[src/shared/tma_pkg.sv]
// Purpose: constants, register map and carrier types for one channel
//          of the five-channel 16-bit timer group (timer and event modes)
// Assumes: 40 MHz clk_in, plain register port with 4-bit address
// Notes:   one-shot, pwm and two-phase counting are not built here
//
// Function
// - timer mode counts one of five selectable internal prescaled sources
// - timer mode decrements per source pulse; underflow reloads, requests irq
// - timer mode divides source by setting plus one, any 16-bit value
// - run bit set starts counting, run bit cleared stops counting
// - while stopped or before first pulse, count write hits reload and counter
// - once counting, count write hits reload latch only, used at next reload
// - reading the count register returns the live count in either mode
// - gate function lets the input pin start and stop timer counting
// - pulse output toggles on underflow, and on overflow in event mode
// - pulse output is driven low whenever the run bit is cleared
// - event mode counts input pin edges, active edge chosen by software
// - event source may be group timer, previous or next channel, wrapping
// - event mode counts up or down, direction from pin or software
// - event reload type reloads and continues on overflow or underflow
// - event free-run type wraps without reloading
// - event division is all-ones minus setting plus one up, setting plus one down
// - event mode requests an interrupt on every overflow or underflow
// - event mode output pin is port, pulse output or direction input
// - only channels 2, 3 and 4 may count two-phase signals
// - two-bit mode field selects operation; binary 01 is event mode
// - polarity bit zero counts falling edges, one counts rising edges
// - direction-source bit zero uses direction register, one uses output pin
// - count-type bit zero selects reload, one selects free-run
// ============================================================
// tma_pkg
package tma_pkg;

  // ============================================================
  // register port
  localparam int ADDR_W = 4;
  localparam int DATA_W = 16;
  localparam logic [3:0] OFF_START = 4'h0; // shared_start_register
  localparam logic [3:0] OFF_MODE = 4'h1; // channel_mode_register
  localparam logic [3:0] OFF_COUNT = 4'h2; // count_reload_register
  localparam logic [3:0] OFF_DIR = 4'h3; // direction_register
  localparam logic [3:0] OFF_EVSEL = 4'h4; // event source select
  localparam logic [3:0] OFF_STATUS = 4'h5; // channel status

  // ============================================================
  // channel facts
  localparam int NUM_CHANNELS = 5;
  localparam int TWO_PHASE_FIRST = 2; // lowest channel with two-phase
  localparam logic [15:0] COUNT_RESET = 16'h0000;

  // ============================================================
  // prescaler taps
  localparam int PRE_W = 5;
  localparam logic [4:0] PRE_DIV2_MASK = 5'h01;
  localparam logic [4:0] PRE_DIV8_MASK = 5'h07;
  localparam logic [4:0] PRE_DIV32_MASK = 5'h1f;

  // ============================================================
  // enumerations
  typedef enum logic [1:0] {
    TMA_OP_TIMER = 2'b00,
    TMA_OP_EVENT = 2'b01,
    TMA_OP_ONESHOT = 2'b10,
    TMA_OP_PWM = 2'b11
  } tma_op_t;

  typedef enum logic [2:0] {
    TMA_CLK_DIV1 = 3'b000,
    TMA_CLK_DIV2 = 3'b001,
    TMA_CLK_DIV8 = 3'b010,
    TMA_CLK_DIV32 = 3'b011,
    TMA_CLK_SLOW32 = 3'b100
  } tma_clk_sel_t;

  typedef enum logic [1:0] {
    TMA_EV_PIN = 2'b00,
    TMA_EV_GROUP = 2'b01,
    TMA_EV_PREV = 2'b10,
    TMA_EV_NEXT = 2'b11
  } tma_ev_sel_t;

  typedef enum logic [1:0] {
    TMA_ST_STOPPED = 2'b00,
    TMA_ST_ARMED = 2'b01,
    TMA_ST_COUNTING = 2'b10
  } tma_state_t;

  // ============================================================
  // carriers
  typedef struct packed {
    logic [2:0] clk_sel;
    logic count_type; // 0 reload, 1 free-run
    logic gate_en;
    logic direction_source_bit;
    logic edge_polarity_bit; // also gate level in timer mode
    logic pulse_en;
    logic [1:0] op_select; // op_select_high, op_select_low
  } tma_mode_t;

  localparam int MODE_W = $bits(tma_mode_t);
  localparam tma_mode_t MODE_RESET = '0;

  typedef struct packed {
    logic two_phase_cap;
    logic out_level;
    logic started;
    logic running;
  } tma_status_t;

  localparam int STATUS_W = $bits(tma_status_t);

  typedef struct packed {
    logic slow32;
    logic div32;
    logic div8;
    logic div2;
    logic div1;
  } tma_taps_t;

endpackage : tma_pkg

[src/design/tma_prescaler.sv]
// Purpose: internal prescaler, one-cycle ticks at divide 1, 2, 8, 32
// Assumes: slow_clock_div32 tick arrives already synchronous
// Notes:   taps are registered so every tick is a clean single cycle
`timescale 1ns/1ps
module tma_prescaler (
  input wire logic clk_in,
  input wire logic reset_in,
  input wire logic slow_tick_in,
  output tma_pkg::tma_taps_t taps_out
);

  // ============================================================
  // divider
  logic [tma_pkg::PRE_W-1:0] div_q;
  tma_pkg::tma_taps_t taps_d;

  // divide taps fire when the low bits of the divider are all ones; slow32 passes the input tick
  assign taps_d.div1 = 1'b1;
  assign taps_d.div2 =
    (div_q & tma_pkg::PRE_DIV2_MASK) == tma_pkg::PRE_DIV2_MASK;
  assign taps_d.div8 =
    (div_q & tma_pkg::PRE_DIV8_MASK) == tma_pkg::PRE_DIV8_MASK;
  assign taps_d.div32 =
    (div_q & tma_pkg::PRE_DIV32_MASK) == tma_pkg::PRE_DIV32_MASK;
  assign taps_d.slow32 = slow_tick_in;

  // free-running divider and tap register
  always_ff @(posedge clk_in or posedge reset_in) begin
    if (reset_in) begin
      div_q <= '0;
      taps_out <= '0;
    end else begin
      div_q <= div_q + 1'b1;
      taps_out <= taps_d;
    end
  end

endmodule : tma_prescaler

[src/design/tma_edge.sv]
// Purpose: selectable edge detector for the channel input pin
// Assumes: pin is synchronous to clk_in
// Notes:   pulse is combinational from the held previous level
`timescale 1ns/1ps
module tma_edge (
  input wire logic clk_in,
  input wire logic reset_in,
  input wire logic pin_in,
  input wire logic rising_in,
  output logic edge_out
);

  // ============================================================
  // previous level
  logic prev_q;

  always_ff @(posedge clk_in or posedge reset_in) begin
    if (reset_in) begin
      prev_q <= 1'b0;
    end else begin
      prev_q <= pin_in;
    end
  end

  // polarity one picks rising edges, zero picks falling edges
  assign edge_out = rising_in ? (pin_in & ~prev_q) : (~pin_in & prev_q);

endmodule : tma_edge

[src/design/tma_channel.sv]
// Purpose: one 16-bit channel of the timer group, timer and event modes
// Assumes: 40 MHz clk_in; all pins synchronous; register port never waits
// Notes:   modes 10 and 11 are accepted in the mode field but hold the
//          counter; two-phase counting is only reported as a capability
//
// The plain strobed port and the register addresses were left to the implementer.
`timescale 1ns/1ps
module tma_channel #(
  parameter int CHANNEL_INDEX = 0,
  parameter int CNT_W = 16
) (
  input wire logic clk_in,
  input wire logic reset_in,
  input wire logic [tma_pkg::ADDR_W-1:0] addr_in,
  input wire logic [tma_pkg::DATA_W-1:0] wdata_in,
  input wire logic wr_in,
  input wire logic rd_in,
  output logic [tma_pkg::DATA_W-1:0] rdata_out,
  input wire logic slow_tick_in,
  input wire logic input_pin_in,
  input wire logic output_pin_in,
  input wire logic group_event_in,
  input wire logic prev_event_in,
  input wire logic next_event_in,
  output logic output_pin_out,
  output logic output_pin_oe_out,
  output logic irq_out,
  output logic event_out
);

  // ============================================================
  // registers
  logic run_q;
  logic dir_q;
  tma_pkg::tma_mode_t mode_q;
  tma_pkg::tma_ev_sel_t evsel_q;
  logic [CNT_W-1:0] reload_q;
  logic [CNT_W-1:0] reload_d;
  logic [CNT_W-1:0] count_q;
  logic [CNT_W-1:0] count_d;
  tma_pkg::tma_state_t state_q;
  tma_pkg::tma_state_t state_d;
  logic out_q;
  logic out_d;
  logic oe_q;
  logic irq_q;
  logic event_q;
  logic [tma_pkg::DATA_W-1:0] rdata_q;

  // ============================================================
  // address decode
  function automatic logic hit(
    input logic [tma_pkg::ADDR_W-1:0] a,
    input logic [tma_pkg::ADDR_W-1:0] off
  );
    hit = (a == off);
  endfunction : hit

  wire wr_start = wr_in & hit(addr_in, tma_pkg::OFF_START);
  wire wr_mode = wr_in & hit(addr_in, tma_pkg::OFF_MODE);
  wire wr_count = wr_in & hit(addr_in, tma_pkg::OFF_COUNT);
  wire wr_dir = wr_in & hit(addr_in, tma_pkg::OFF_DIR);
  wire wr_evsel = wr_in & hit(addr_in, tma_pkg::OFF_EVSEL);

  // ============================================================
  // count sources
  tma_pkg::tma_taps_t taps;
  logic pin_edge;

  tma_prescaler u_prescaler (
    .clk_in(clk_in),
    .reset_in(reset_in),
    .slow_tick_in(slow_tick_in),
    .taps_out(taps)
  );

  tma_edge u_edge (
    .clk_in(clk_in),
    .reset_in(reset_in),
    .pin_in(input_pin_in),
    .rising_in(mode_q.edge_polarity_bit),
    .edge_out(pin_edge)
  );

  // mode decode
  wire is_timer = (mode_q.op_select == tma_pkg::TMA_OP_TIMER);
  wire is_event = (mode_q.op_select == tma_pkg::TMA_OP_EVENT);

  // internal tap select, one of five prescaled sources
  logic tap_tick;
  always_comb begin
    unique case (tma_pkg::tma_clk_sel_t'(mode_q.clk_sel))
      tma_pkg::TMA_CLK_DIV1: tap_tick = taps.div1;
      tma_pkg::TMA_CLK_DIV2: tap_tick = taps.div2;
      tma_pkg::TMA_CLK_DIV8: tap_tick = taps.div8;
      tma_pkg::TMA_CLK_DIV32: tap_tick = taps.div32;
      tma_pkg::TMA_CLK_SLOW32: tap_tick = taps.slow32;
      default: tap_tick = 1'b0; // unused codes never count
    endcase
  end

  // gate: polarity one counts while the pin is high, zero while low
  wire gate_open = ~mode_q.gate_en |
    (input_pin_in == mode_q.edge_polarity_bit);

  // event source; neighbour numbering wraps in the group wiring
  logic ev_tick;
  always_comb begin
    unique case (evsel_q)
      tma_pkg::TMA_EV_PIN: ev_tick = pin_edge;
      tma_pkg::TMA_EV_GROUP: ev_tick = group_event_in;
      tma_pkg::TMA_EV_PREV: ev_tick = prev_event_in;
      tma_pkg::TMA_EV_NEXT: ev_tick = next_event_in;
    endcase
  end

  // count pulse, only while the run bit is set
  wire src_tick = is_timer ? (tap_tick & gate_open) :
    (is_event & ev_tick);
  wire running = (state_q != tma_pkg::TMA_ST_STOPPED);
  // the run bit gates too, so no pulse slips in while the state catches up
  wire tick = running & run_q & src_tick;

  // ============================================================
  // direction
  // timer mode always counts down; event mode picks register or pin
  wire dir_up = is_event &
    (mode_q.direction_source_bit ? output_pin_in : dir_q);

  // ============================================================
  // wrap detection
  wire at_top = (count_q == {CNT_W{1'b1}});
  wire at_bottom = (count_q == '0);
  wire overflow = tick & dir_up & at_top;
  wire underflow = tick & ~dir_up & at_bottom;
  wire wrap = overflow | underflow;
  // timer mode always reloads; event mode reloads unless free-run
  wire reload_on_wrap = is_timer | ~mode_q.count_type;

  // ============================================================
  // state machine: stopped, armed until first pulse, counting
  always_comb begin
    state_d = state_q;
    unique case (state_q)
      tma_pkg::TMA_ST_STOPPED: begin
        if (run_q) begin
          state_d = tma_pkg::TMA_ST_ARMED;
        end
      end
      tma_pkg::TMA_ST_ARMED: begin
        if (!run_q) begin
          state_d = tma_pkg::TMA_ST_STOPPED;
        end else if (src_tick) begin
          state_d = tma_pkg::TMA_ST_COUNTING;
        end
      end
      tma_pkg::TMA_ST_COUNTING: begin
        if (!run_q) begin
          state_d = tma_pkg::TMA_ST_STOPPED;
        end
      end
      default: state_d = tma_pkg::TMA_ST_STOPPED;
    endcase
  end

  // writes before the first pulse reach the counter directly
  wire write_both = wr_count &
    (state_q != tma_pkg::TMA_ST_COUNTING);

  // ============================================================
  // reload latch and counter next values
  assign reload_d = wr_count ? wdata_in[CNT_W-1:0] : reload_q;

  // a write that lands on a wrap once counting leaves the old reload in the counter
  always_comb begin
    count_d = count_q;
    if (write_both) begin
      count_d = wdata_in[CNT_W-1:0];
    end else if (wrap && reload_on_wrap) begin
      count_d = reload_q;
    end else if (tick && dir_up) begin
      count_d = count_q + 1'b1;
    end else if (tick) begin
      count_d = count_q - 1'b1;
    end
  end

  // ============================================================
  // pulse output: toggle on each wrap, forced low when stopped
  always_comb begin
    out_d = out_q;
    if (!run_q) begin
      out_d = 1'b0;
    end else if (mode_q.pulse_en && wrap) begin
      out_d = ~out_q;
    end
  end

  // ============================================================
  // read mux; status shows the channel's own state
  tma_pkg::tma_status_t status;
  assign status.two_phase_cap =
    (CHANNEL_INDEX >= tma_pkg::TWO_PHASE_FIRST);
  assign status.out_level = out_q;
  assign status.started = (state_q == tma_pkg::TMA_ST_COUNTING);
  assign status.running = running;

  logic [tma_pkg::DATA_W-1:0] rd_mux;
  always_comb begin
    rd_mux = '0;
    unique case (addr_in)
      tma_pkg::OFF_START: rd_mux[CHANNEL_INDEX] = run_q;
      tma_pkg::OFF_MODE: rd_mux[tma_pkg::MODE_W-1:0] = mode_q;
      tma_pkg::OFF_COUNT: rd_mux[CNT_W-1:0] = count_q;
      tma_pkg::OFF_DIR: rd_mux[CHANNEL_INDEX] = dir_q;
      tma_pkg::OFF_EVSEL: rd_mux[1:0] = evsel_q;
      tma_pkg::OFF_STATUS: rd_mux[tma_pkg::STATUS_W-1:0] = status;
      default: rd_mux = '0; // unmapped reads as zero
    endcase
  end

  // ============================================================
  // software registers
  always_ff @(posedge clk_in or posedge reset_in) begin
    if (reset_in) begin
      run_q <= 1'b0;
      dir_q <= 1'b0;
      mode_q <= tma_pkg::MODE_RESET;
      evsel_q <= tma_pkg::TMA_EV_PIN;
    end else begin
      if (wr_start) begin
        run_q <= wdata_in[CHANNEL_INDEX];
      end
      if (wr_dir) begin
        dir_q <= wdata_in[CHANNEL_INDEX];
      end
      if (wr_mode) begin
        mode_q <= tma_pkg::tma_mode_t'(wdata_in[tma_pkg::MODE_W-1:0]);
      end
      if (wr_evsel) begin
        evsel_q <= tma_pkg::tma_ev_sel_t'(wdata_in[1:0]);
      end
    end
  end

  // counter, reload latch and state
  always_ff @(posedge clk_in or posedge reset_in) begin
    if (reset_in) begin
      state_q <= tma_pkg::TMA_ST_STOPPED;
      reload_q <= tma_pkg::COUNT_RESET[CNT_W-1:0];
      count_q <= tma_pkg::COUNT_RESET[CNT_W-1:0];
    end else begin
      state_q <= state_d;
      reload_q <= reload_d;
      count_q <= count_d;
    end
  end

  // registered outputs; irq and neighbour event are one-cycle pulses
  always_ff @(posedge clk_in or posedge reset_in) begin
    if (reset_in) begin
      out_q <= 1'b0;
      oe_q <= 1'b0;
      irq_q <= 1'b0;
      event_q <= 1'b0;
      rdata_q <= '0;
    end else begin
      out_q <= out_d;
      oe_q <= mode_q.pulse_en;
      irq_q <= wrap;
      event_q <= wrap;
      rdata_q <= rd_in ? rd_mux : '0;
    end
  end

  assign output_pin_out = out_q;
  assign output_pin_oe_out = oe_q;
  assign irq_out = irq_q;
  assign event_out = event_q;
  assign rdata_out = rdata_q;

endmodule : tma_channel

[config.mk]
export PLATFORM = sky130hd
export DESIGN_NAME = tma_channel
export DESIGN_NICKNAME = d
export VERILOG_FILES = /design/src/shared/tma_pkg.sv /design/src/design/tma_prescaler.sv /design/src/design/tma_edge.sv /design/src/design/tma_channel.sv
export SDC_FILE = /design/constraint.sdc
export NUM_CORES = 1
export LEC_CHECK = 0
export BUFFER_PORTS_ARGS = -buffer_cell sky130_fd_sc_hd__clkbuf_2
export CELL_PAD_IN_SITES_DETAIL_PLACEMENT = 0
export CELL_PAD_IN_SITES_GLOBAL_PLACEMENT = 2
export CORE_ASPECT_RATIO = 0.7
export CORE_MARGIN = 2
export CORE_UTILIZATION = 41
export DETAILED_ROUTE_END_ITERATION = 6
export GPL_TIMING_DRIVEN = 0
export PLACE_DENSITY = 0.84
export SLEW_MARGIN = 40
export SYNTH_ARGS = -nofsm -noshare
export SYNTH_HDL_FRONTEND = slang
export SYNTH_HIERARCHICAL = 1
export SYNTH_SLANG_ARGS = --single-unit
[constraint.sdc]
create_clock -name clk_in -period 8.5 [get_ports clk_in]
set_input_delay 1.275 -clock clk_in [delete_from_list [all_inputs] [get_ports clk_in]]
set_output_delay 1.275 -clock clk_in [all_outputs]
set_load 0.03 [all_outputs]
==> metrics.txt, run 1 <==
Worst Setup Slack, final=3.78 ns; Critical Path RT=8.78 ns; Worst-Skew Late Latency=0.34 ns; CTS clk-pin slew, worst paths=0.06 ns; Yosys top cell area share=0.464; cells along the critical path=clkbuf_2, nand2b_1, o22ai_2, mux4_2, and3b_4, a31oi_4, or3_4, ha_1, a211oi_1, o21bai_1, a21oi_1, o211ai_1, a31oi_1, o21ai_0, mux2_4, nor2_2; largest area contributor in the netlist=dfrtp_1; CTS tree=yes; final wirelength=11000 um; CTS Hold Bufs=0; Port Buffers=48; critical setup path kind=in -> reg; post-synthesis xor/xnor area fraction=0.0271; WHS=0.436 ns; Syn Nets=446; Leak=2.31 nW; mapped cell area=4210 um^2; Clock Skew=0.00644 ns; prevailing post-synth register cell=dfrtp_1; initial core utilization=0.428; row count=30; crit start category=input port; Final Net Count=506; Synthesis Warnings=6; TritonCTS Sinks=78; maximum clock rate=212 MHz; Global Route Usage Sum=0.207; num ports=50; synthesized netlist cell count=397; Max-Cap Viols=0; unrepaired setup endpoints after global routing=false; power per cell area=301 nW/um^2; WL/cell=18.7 um; endpoint type of the worst setup path=flip-flop; H-Tree Level Count=3; gr ovfl total=0; final worst-path cycle share=0.555; Die Wd=125 um; final RePlAce weighted congestion=0.811; post-CTS resize count=0; main area contributors after synthesis=dfrtp_1 (46%), mux2_2 (8.6%), ha_1 (5.4%), o21ai_0 (2.9%), a21oi_1 (2.6%); post-synth cell types=54; DR iter-0 viols=276; Non-Filler Instances=590; main combinational cell family by area after synthesis=compound AO/OA/AOI/OAI gates; Die Ht=88.7 um; CP max stage delay=0.46 ns; mux contribution to synthesized area=0.116; clk buf depth=2; max_slew headroom=0.525; DRT Pass-1 Iters=5; crit path time final=4.72 ns; Worst-Margin Slew=0.710 ns; adder-cell share of the synthesized area=0.0583; area fraction in compound gates after synthesis=0.157; first-pass GRT wire length=17200 um; share of post-route cells with drive strength above 1=0.245; DP HPWL=8030 um; Worst EP arrival=4.99 ns; number of synthesized register bits=78; sequential fraction of the synthesis area=0.464; worst slack, placed=3.50 ns; max-slew violations=0; status=complete, no violations; number of global-route vias before repair=3067; Slowest-stage cell, CP=mux4_2; Hold Crit Class=reg -> reg; pin count of the biggest net entering global routing=42; simple-gate share of the synthesized area=0.153; Syn Area/Cell=10.6 um^2; delay-heaviest family, CP=compound AO/OA/AOI/OAI gates; Placeable Area=9830 um^2; asr flop ratio synth=1.00; DR vias/cell=5.52; Root Driver=clkbuf_16; Peak VDD IR=152 uV; drt drc=0; final hold vios=0; number of synthesized flops with an enable pin=0; CTS Buf Count=9; Buffers & Inverters on Critical Path=1; Vias=3257; dpl cells=574; Post-CTS Setup Bufs=0; final setup TNS=0 ns; antenna violations before repair=0; Syn-to-layout area delta=17.0%; worst-path fanout max=17; antenna-violating nets left=0; die footprint=11100 um^2; Final setup violation count=0
==> worst paths after layout <==
path / from / endpoint / slack (ns) / cells after the start
max in group asynchronous: reset_in / reload_q[5]$_DFFE_PP0P_ / 7.10 / 3
setup / recovery: input_pin_in / count_q[15]$_DFFE_PP0P_ / 3.78 / 16
setup reg to reg: mode_q[3]$_DFFE_PP0P_ / count_q[15]$_DFFE_PP0P_ / 4.35 / 15
min in group asynchronous: reset_in / u_edge/prev_q$_DFF_PP0_ / 0.81 / 2
hold / removal: u_prescaler/div_q[0]$_DFF_PP0_ / u_prescaler/taps_out[1]$_DFF_PP0_ / 0.44 / 0
hold reg to reg: u_prescaler/div_q[0]$_DFF_PP0_ / u_prescaler/taps_out[1]$_DFF_PP0_ / 0.44 / 0
==> flip-flops by register name, indices dropped and copies added, names as in the netlist, 2 cells and up <==
signal / flops
u_prescaler/taps_out: 5
rdata_out: 16
count_q: 16
mode_q: 10
evsel_q: 2
state_q: 2
reload_q: 16
u_prescaler/div_q: 5
==> power by group <==
part	switching [mW]	internal, mW
sequential	0.108	0.449
clock	0.155	0.225
combinational	0.286	0.256
==> through the flow <==
stage	total power [mW]	instance area (um^2)	util
finish	1.48	4920	0.501
global route	1.57	4920	0.500
CTS	1.48	4920	0.500
detailed placement	1.09	4630	0.471
global placement	1.08	4610	0.468
floorplan	0.947	4210	-
==> layer usage <==
| layer | routed length, um | share of wire | global-route usage | vias to the layer above |
|---|---|---|---|---|
| li1 | - | - | - | 1571 |
| met1 | 5890 | 0.53 | 0.312 | 1607 |
| met2 | 4580 | 0.41 | 0.297 | 69 |
| met3 | 455 | 0.041 | 0.0508 | 10 |
| met4 | 106 | 0.0096 | 0.0515 | 0 |
| met5 | 0 | 0 | 0 | - |
==> layout by cell type (no fill, tap or decap), types with 9 or more instances in the layout <==
cell type,count
nor2_1,23
o21ai_0,24
mux2_2,32
nor2b_1,13
a31oi_1,13
clkbuf_1,10
dfrtp_1,78
ha_1,18
a21oi_1,22
clkbuf_16,9
a21o_1,12
inv_1,9
clkbuf_2,48
mux2i_1,9
and3_1,9
nand2_1,29
==> logic make-up (layout without fill, tap and decap cells) <==
logic type | count (synthesis) | count (layout)
flops | 78 | 78
compound gates | 101 | 101
mux | 43 | 43
fa+ha+maj | 19 | 19
other cells | 1 | 2
buf+inv | 24 | 88
simple gates | 118 | 118
xor+xnor | 13 | 13
==> synth_stat cells, types with 2 or more instances <==
cell	instances
mux2_2	32
or2_2	2
nand2_1	29
nor3b_1	3
nor3_1	2
a21o_1	12
a211o_1	2
buf_4	2
xnor2_1	8
nand4_1	4
nor4_1	5
buf_2	2
dfrtp_1	78
nand2b_1	3
inv_1	10
and2_1	3
mux2i_1	9
nor2_1	23
o211ai_1	4
o21a_1	3
a22oi_1	7
clkbuf_1	10
a211oi_1	2
nand3b_1	3
o21ai_0	24
or3_1	6
nand3_1	5
a21oi_1	22
ha_1	18
a31oi_1	13
xor2_1	5
o21bai_1	4
and3_1	9
nor2b_1	13
==> final cells by class <==
type	instances	area (um^2)
diodes	1	2.50
plain buffers	14	62.6
clock buffers	9	225
clock inverters	6	63.8
fillers	938	4910
inverters	10	42.5
multi-input cells	295	2150
flip-flops and latches	78	1950
well taps	128	160
repair buffers	49	260
Power figures use the tool's default switching activity.
==> run 2: changes to the inputs <==
--- a/config.mk
+++ b/config.mk
@@ -10,10 +10,10 @@
 export CELL_PAD_IN_SITES_GLOBAL_PLACEMENT = 2
 export CORE_ASPECT_RATIO = 0.7
 export CORE_MARGIN = 2
-export CORE_UTILIZATION = 41
+export CORE_UTILIZATION = 38
 export DETAILED_ROUTE_END_ITERATION = 6
 export GPL_TIMING_DRIVEN = 0
-export PLACE_DENSITY = 0.84
+export PLACE_DENSITY = 0.79
 export SLEW_MARGIN = 40
 export SYNTH_ARGS = -nofsm -noshare
 export SYNTH_HDL_FRONTEND = slang
==> constraint.sdc (replaced) <==
create_clock -name clk_in -period 4.5 [get_ports clk_in]
set_input_delay 0.675 -clock clk_in [delete_from_list [all_inputs] [get_ports clk_in]]
set_output_delay 0.675 -clock clk_in [all_outputs]
set_load 0.03 [all_outputs]
==> run 2 against run 1 <==
Sequential cell count unchanged. Routed wire length up 0.51%. First-iteration DRC count down 30%. Combinational power up 88%. Die area up 7.6%. Global-route usage down 0.74 points. Non-clock buffer count unchanged. Final area up 0.15%. Power up 85%.
==> metrics.txt, run 2 (synthesis gave the netlist of run 1 again) <==
status=complete, no violations; endpoint type of the worst setup path=flip-flop; initial core utilization=0.386 (-0.0415); Die Wd=130 um (+3.8%); Final Net Count=506 (unchanged); Finished Cell Area=4930 um^2 (+0.15%); Clock Skew=0.00448 ns (-0.00196 ns); CP max stage delay=0.49 ns (+0.03 ns); fin util=0.453 (-0.0478); Vias=3225 (-0.98%); final setup TNS=0 ns (unchanged); final hold vios=0 (unchanged); crit path time final=4.17 ns; CTS Buf Count=9 (unchanged); crit start category=flip-flop; number of diodes=0 (-1); DP HPWL=8400 um (+4.7%); Root Driver=clkbuf_16; Max-Cap Viols=0 (unchanged); Worst-Margin Slew=0.684 ns (-0.0261 ns); maximum clock rate=240 MHz; DR iter-0 viols=194 (-30%); worst-path fanout max=17 (unchanged); Hold Crit Class=in -> async; Port Buffers=48 (unchanged); DR vias/cell=5.24 (-5.0%); Slowest-stage cell, CP=dfrtp_1; CTS tree=yes; Peak VDD IR=244 uV (+60%); Die Ht=92.0 um (+3.7%); Global Route Usage Sum=0.199 (-0.00735); Worst EP arrival=4.44 ns (-0.55 ns); WL/cell=18.0 um (-3.6%); Critical Path RT=4.77 ns (-4.01 ns); max-slew violations=0 (unchanged); WHS=0.205 ns (-0.232 ns); Placeable Area=10900 um^2 (+11%); Final setup violation count=0 (unchanged); TritonCTS Sinks=78 (unchanged); Buffers & Inverters on Critical Path=0 (-1); row count=32 (+6.7%); drt drc=0 (unchanged); Post-CTS Setup Bufs=0 (unchanged); Leak=2.30 nW (-0.39%); DRT Pass-1 Iters=4 (-1); unrepaired setup endpoints after global routing=false; delay-heaviest family, CP=compound AO/OA/AOI/OAI gates; max_slew headroom=0.539 (+0.0143); antenna-violating nets left=0 (unchanged); Syn-to-layout area delta=17.2%; cells along the critical path=nand2_1, o22ai_2, mux4_2, and3b_4, a31oi_4, or3_4, ha_1, a211oi_1, o21bai_1, a21oi_1, o211ai_1, a31oi_1, o21ai_0, mux2_4, nor2_2; clk buf depth=2 (unchanged); number of global-route vias before repair=3103 (+1.2%); commonest non-fill, non-tap cell in the layout=dfrtp_1; share of post-route cells with drive strength above 1=0.245 (-0.000531); first-pass GRT wire length=17600 um (+1.8%); antenna violations before repair=0 (unchanged); most frequent cells in the layout=dfrtp_1 (78), clkbuf_2 (48), mux2_2 (32), nand2_1 (29), o21ai_0 (24); pin count of the biggest net entering global routing=35 (-17%); CTS Hold Bufs=0 (unchanged); H-Tree Level Count=3 (unchanged); placed cell areas=4660 um^2 (+0.68%); final RePlAce weighted congestion=0.829 (+2.2%); final worst-path cycle share=0.927; CTS clk-pin slew, worst paths=0.06 ns (about the same); Worst-Skew Late Latency=0.34 ns (about the same); Total Power=2.74 mW (+85%); final wirelength=11100 um (+0.51%); die footprint=11900 um^2 (+7.6%); num ports=50 (unchanged); power per cell area=556 nW/um^2 (+85%); post-CTS resize count=0 (unchanged); gr ovfl total=0 (unchanged); critical setup path kind=reg -> reg
run 2: cell types whose count changed in the layout (fill, tap and decap cells not counted), sizes merged:
| cell | previous run | this run |
|---|---|---|
| clkinv | 3 | 4 |
| clkbuf | 67 | 68 |
| diode | 1 | 0 |
| bufinv | 1 | 0 |
run 2: per-stage QoR:
stage | instances | setup WS, ns
detailed placement | 599 | 0.0622
global route | 615 | 0.00398
finish | 615 | 0.330
CTS | 615 | 0.330
floorplan | 397 | 0.682
global placement | 598 | 0.102
run 2: worst paths after layout:
check	startpoint	endpoint	slack [ns]	cells after the start
max	mode_q[3]$_DFFE_PP0P_	count_q[15]$_DFFE_PP0P_	0.33	15
min	reset_in	u_edge/prev_q$_DFF_PP0_	0.20	2
max reg2reg	mode_q[3]$_DFFE_PP0P_	count_q[15]$_DFFE_PP0P_	0.33	15
min reg2reg	mode_q[2]$_DFFE_PP0P_	output_pin_oe_out$_DFF_PP0_	0.44	0
max in group asynchronous	reset_in	count_q[4]$_DFFE_PP0P_	3.69	3
min in group clk_in	slow_tick_in	u_prescaler/taps_out[4]$_DFF_PP0_	0.44	1
run 2: layout make-up:
cell class	count	area (um^2)
Inverter	10	42.5
Sequential cell	78	1950
Fill cell	1064	5960
Clock buffer	10	229
Buffer	14	62.6
Tap cell	153	191
Multi-Input combinational cell	295	2150
Clock inverter	6	38.8
Timing Repair Buffer	49	260
run 2: report_power, final:
part	internal, mW	switching [mW]	total (mW)
Sequential	0.849	0.204	1.05
Clock	0.371	0.293	0.665
Combinational	0.485	0.539	1.02
run 2: layer usage:
metal  global-route usage  vias to the layer above  part of all wire
li1                     -                     1564                 -
met1                0.311                     1589              0.53
met2                0.275                       62              0.42
met3               0.0449                       10             0.043
met4               0.0493                        0            0.0096
met5                    0                        -                 0
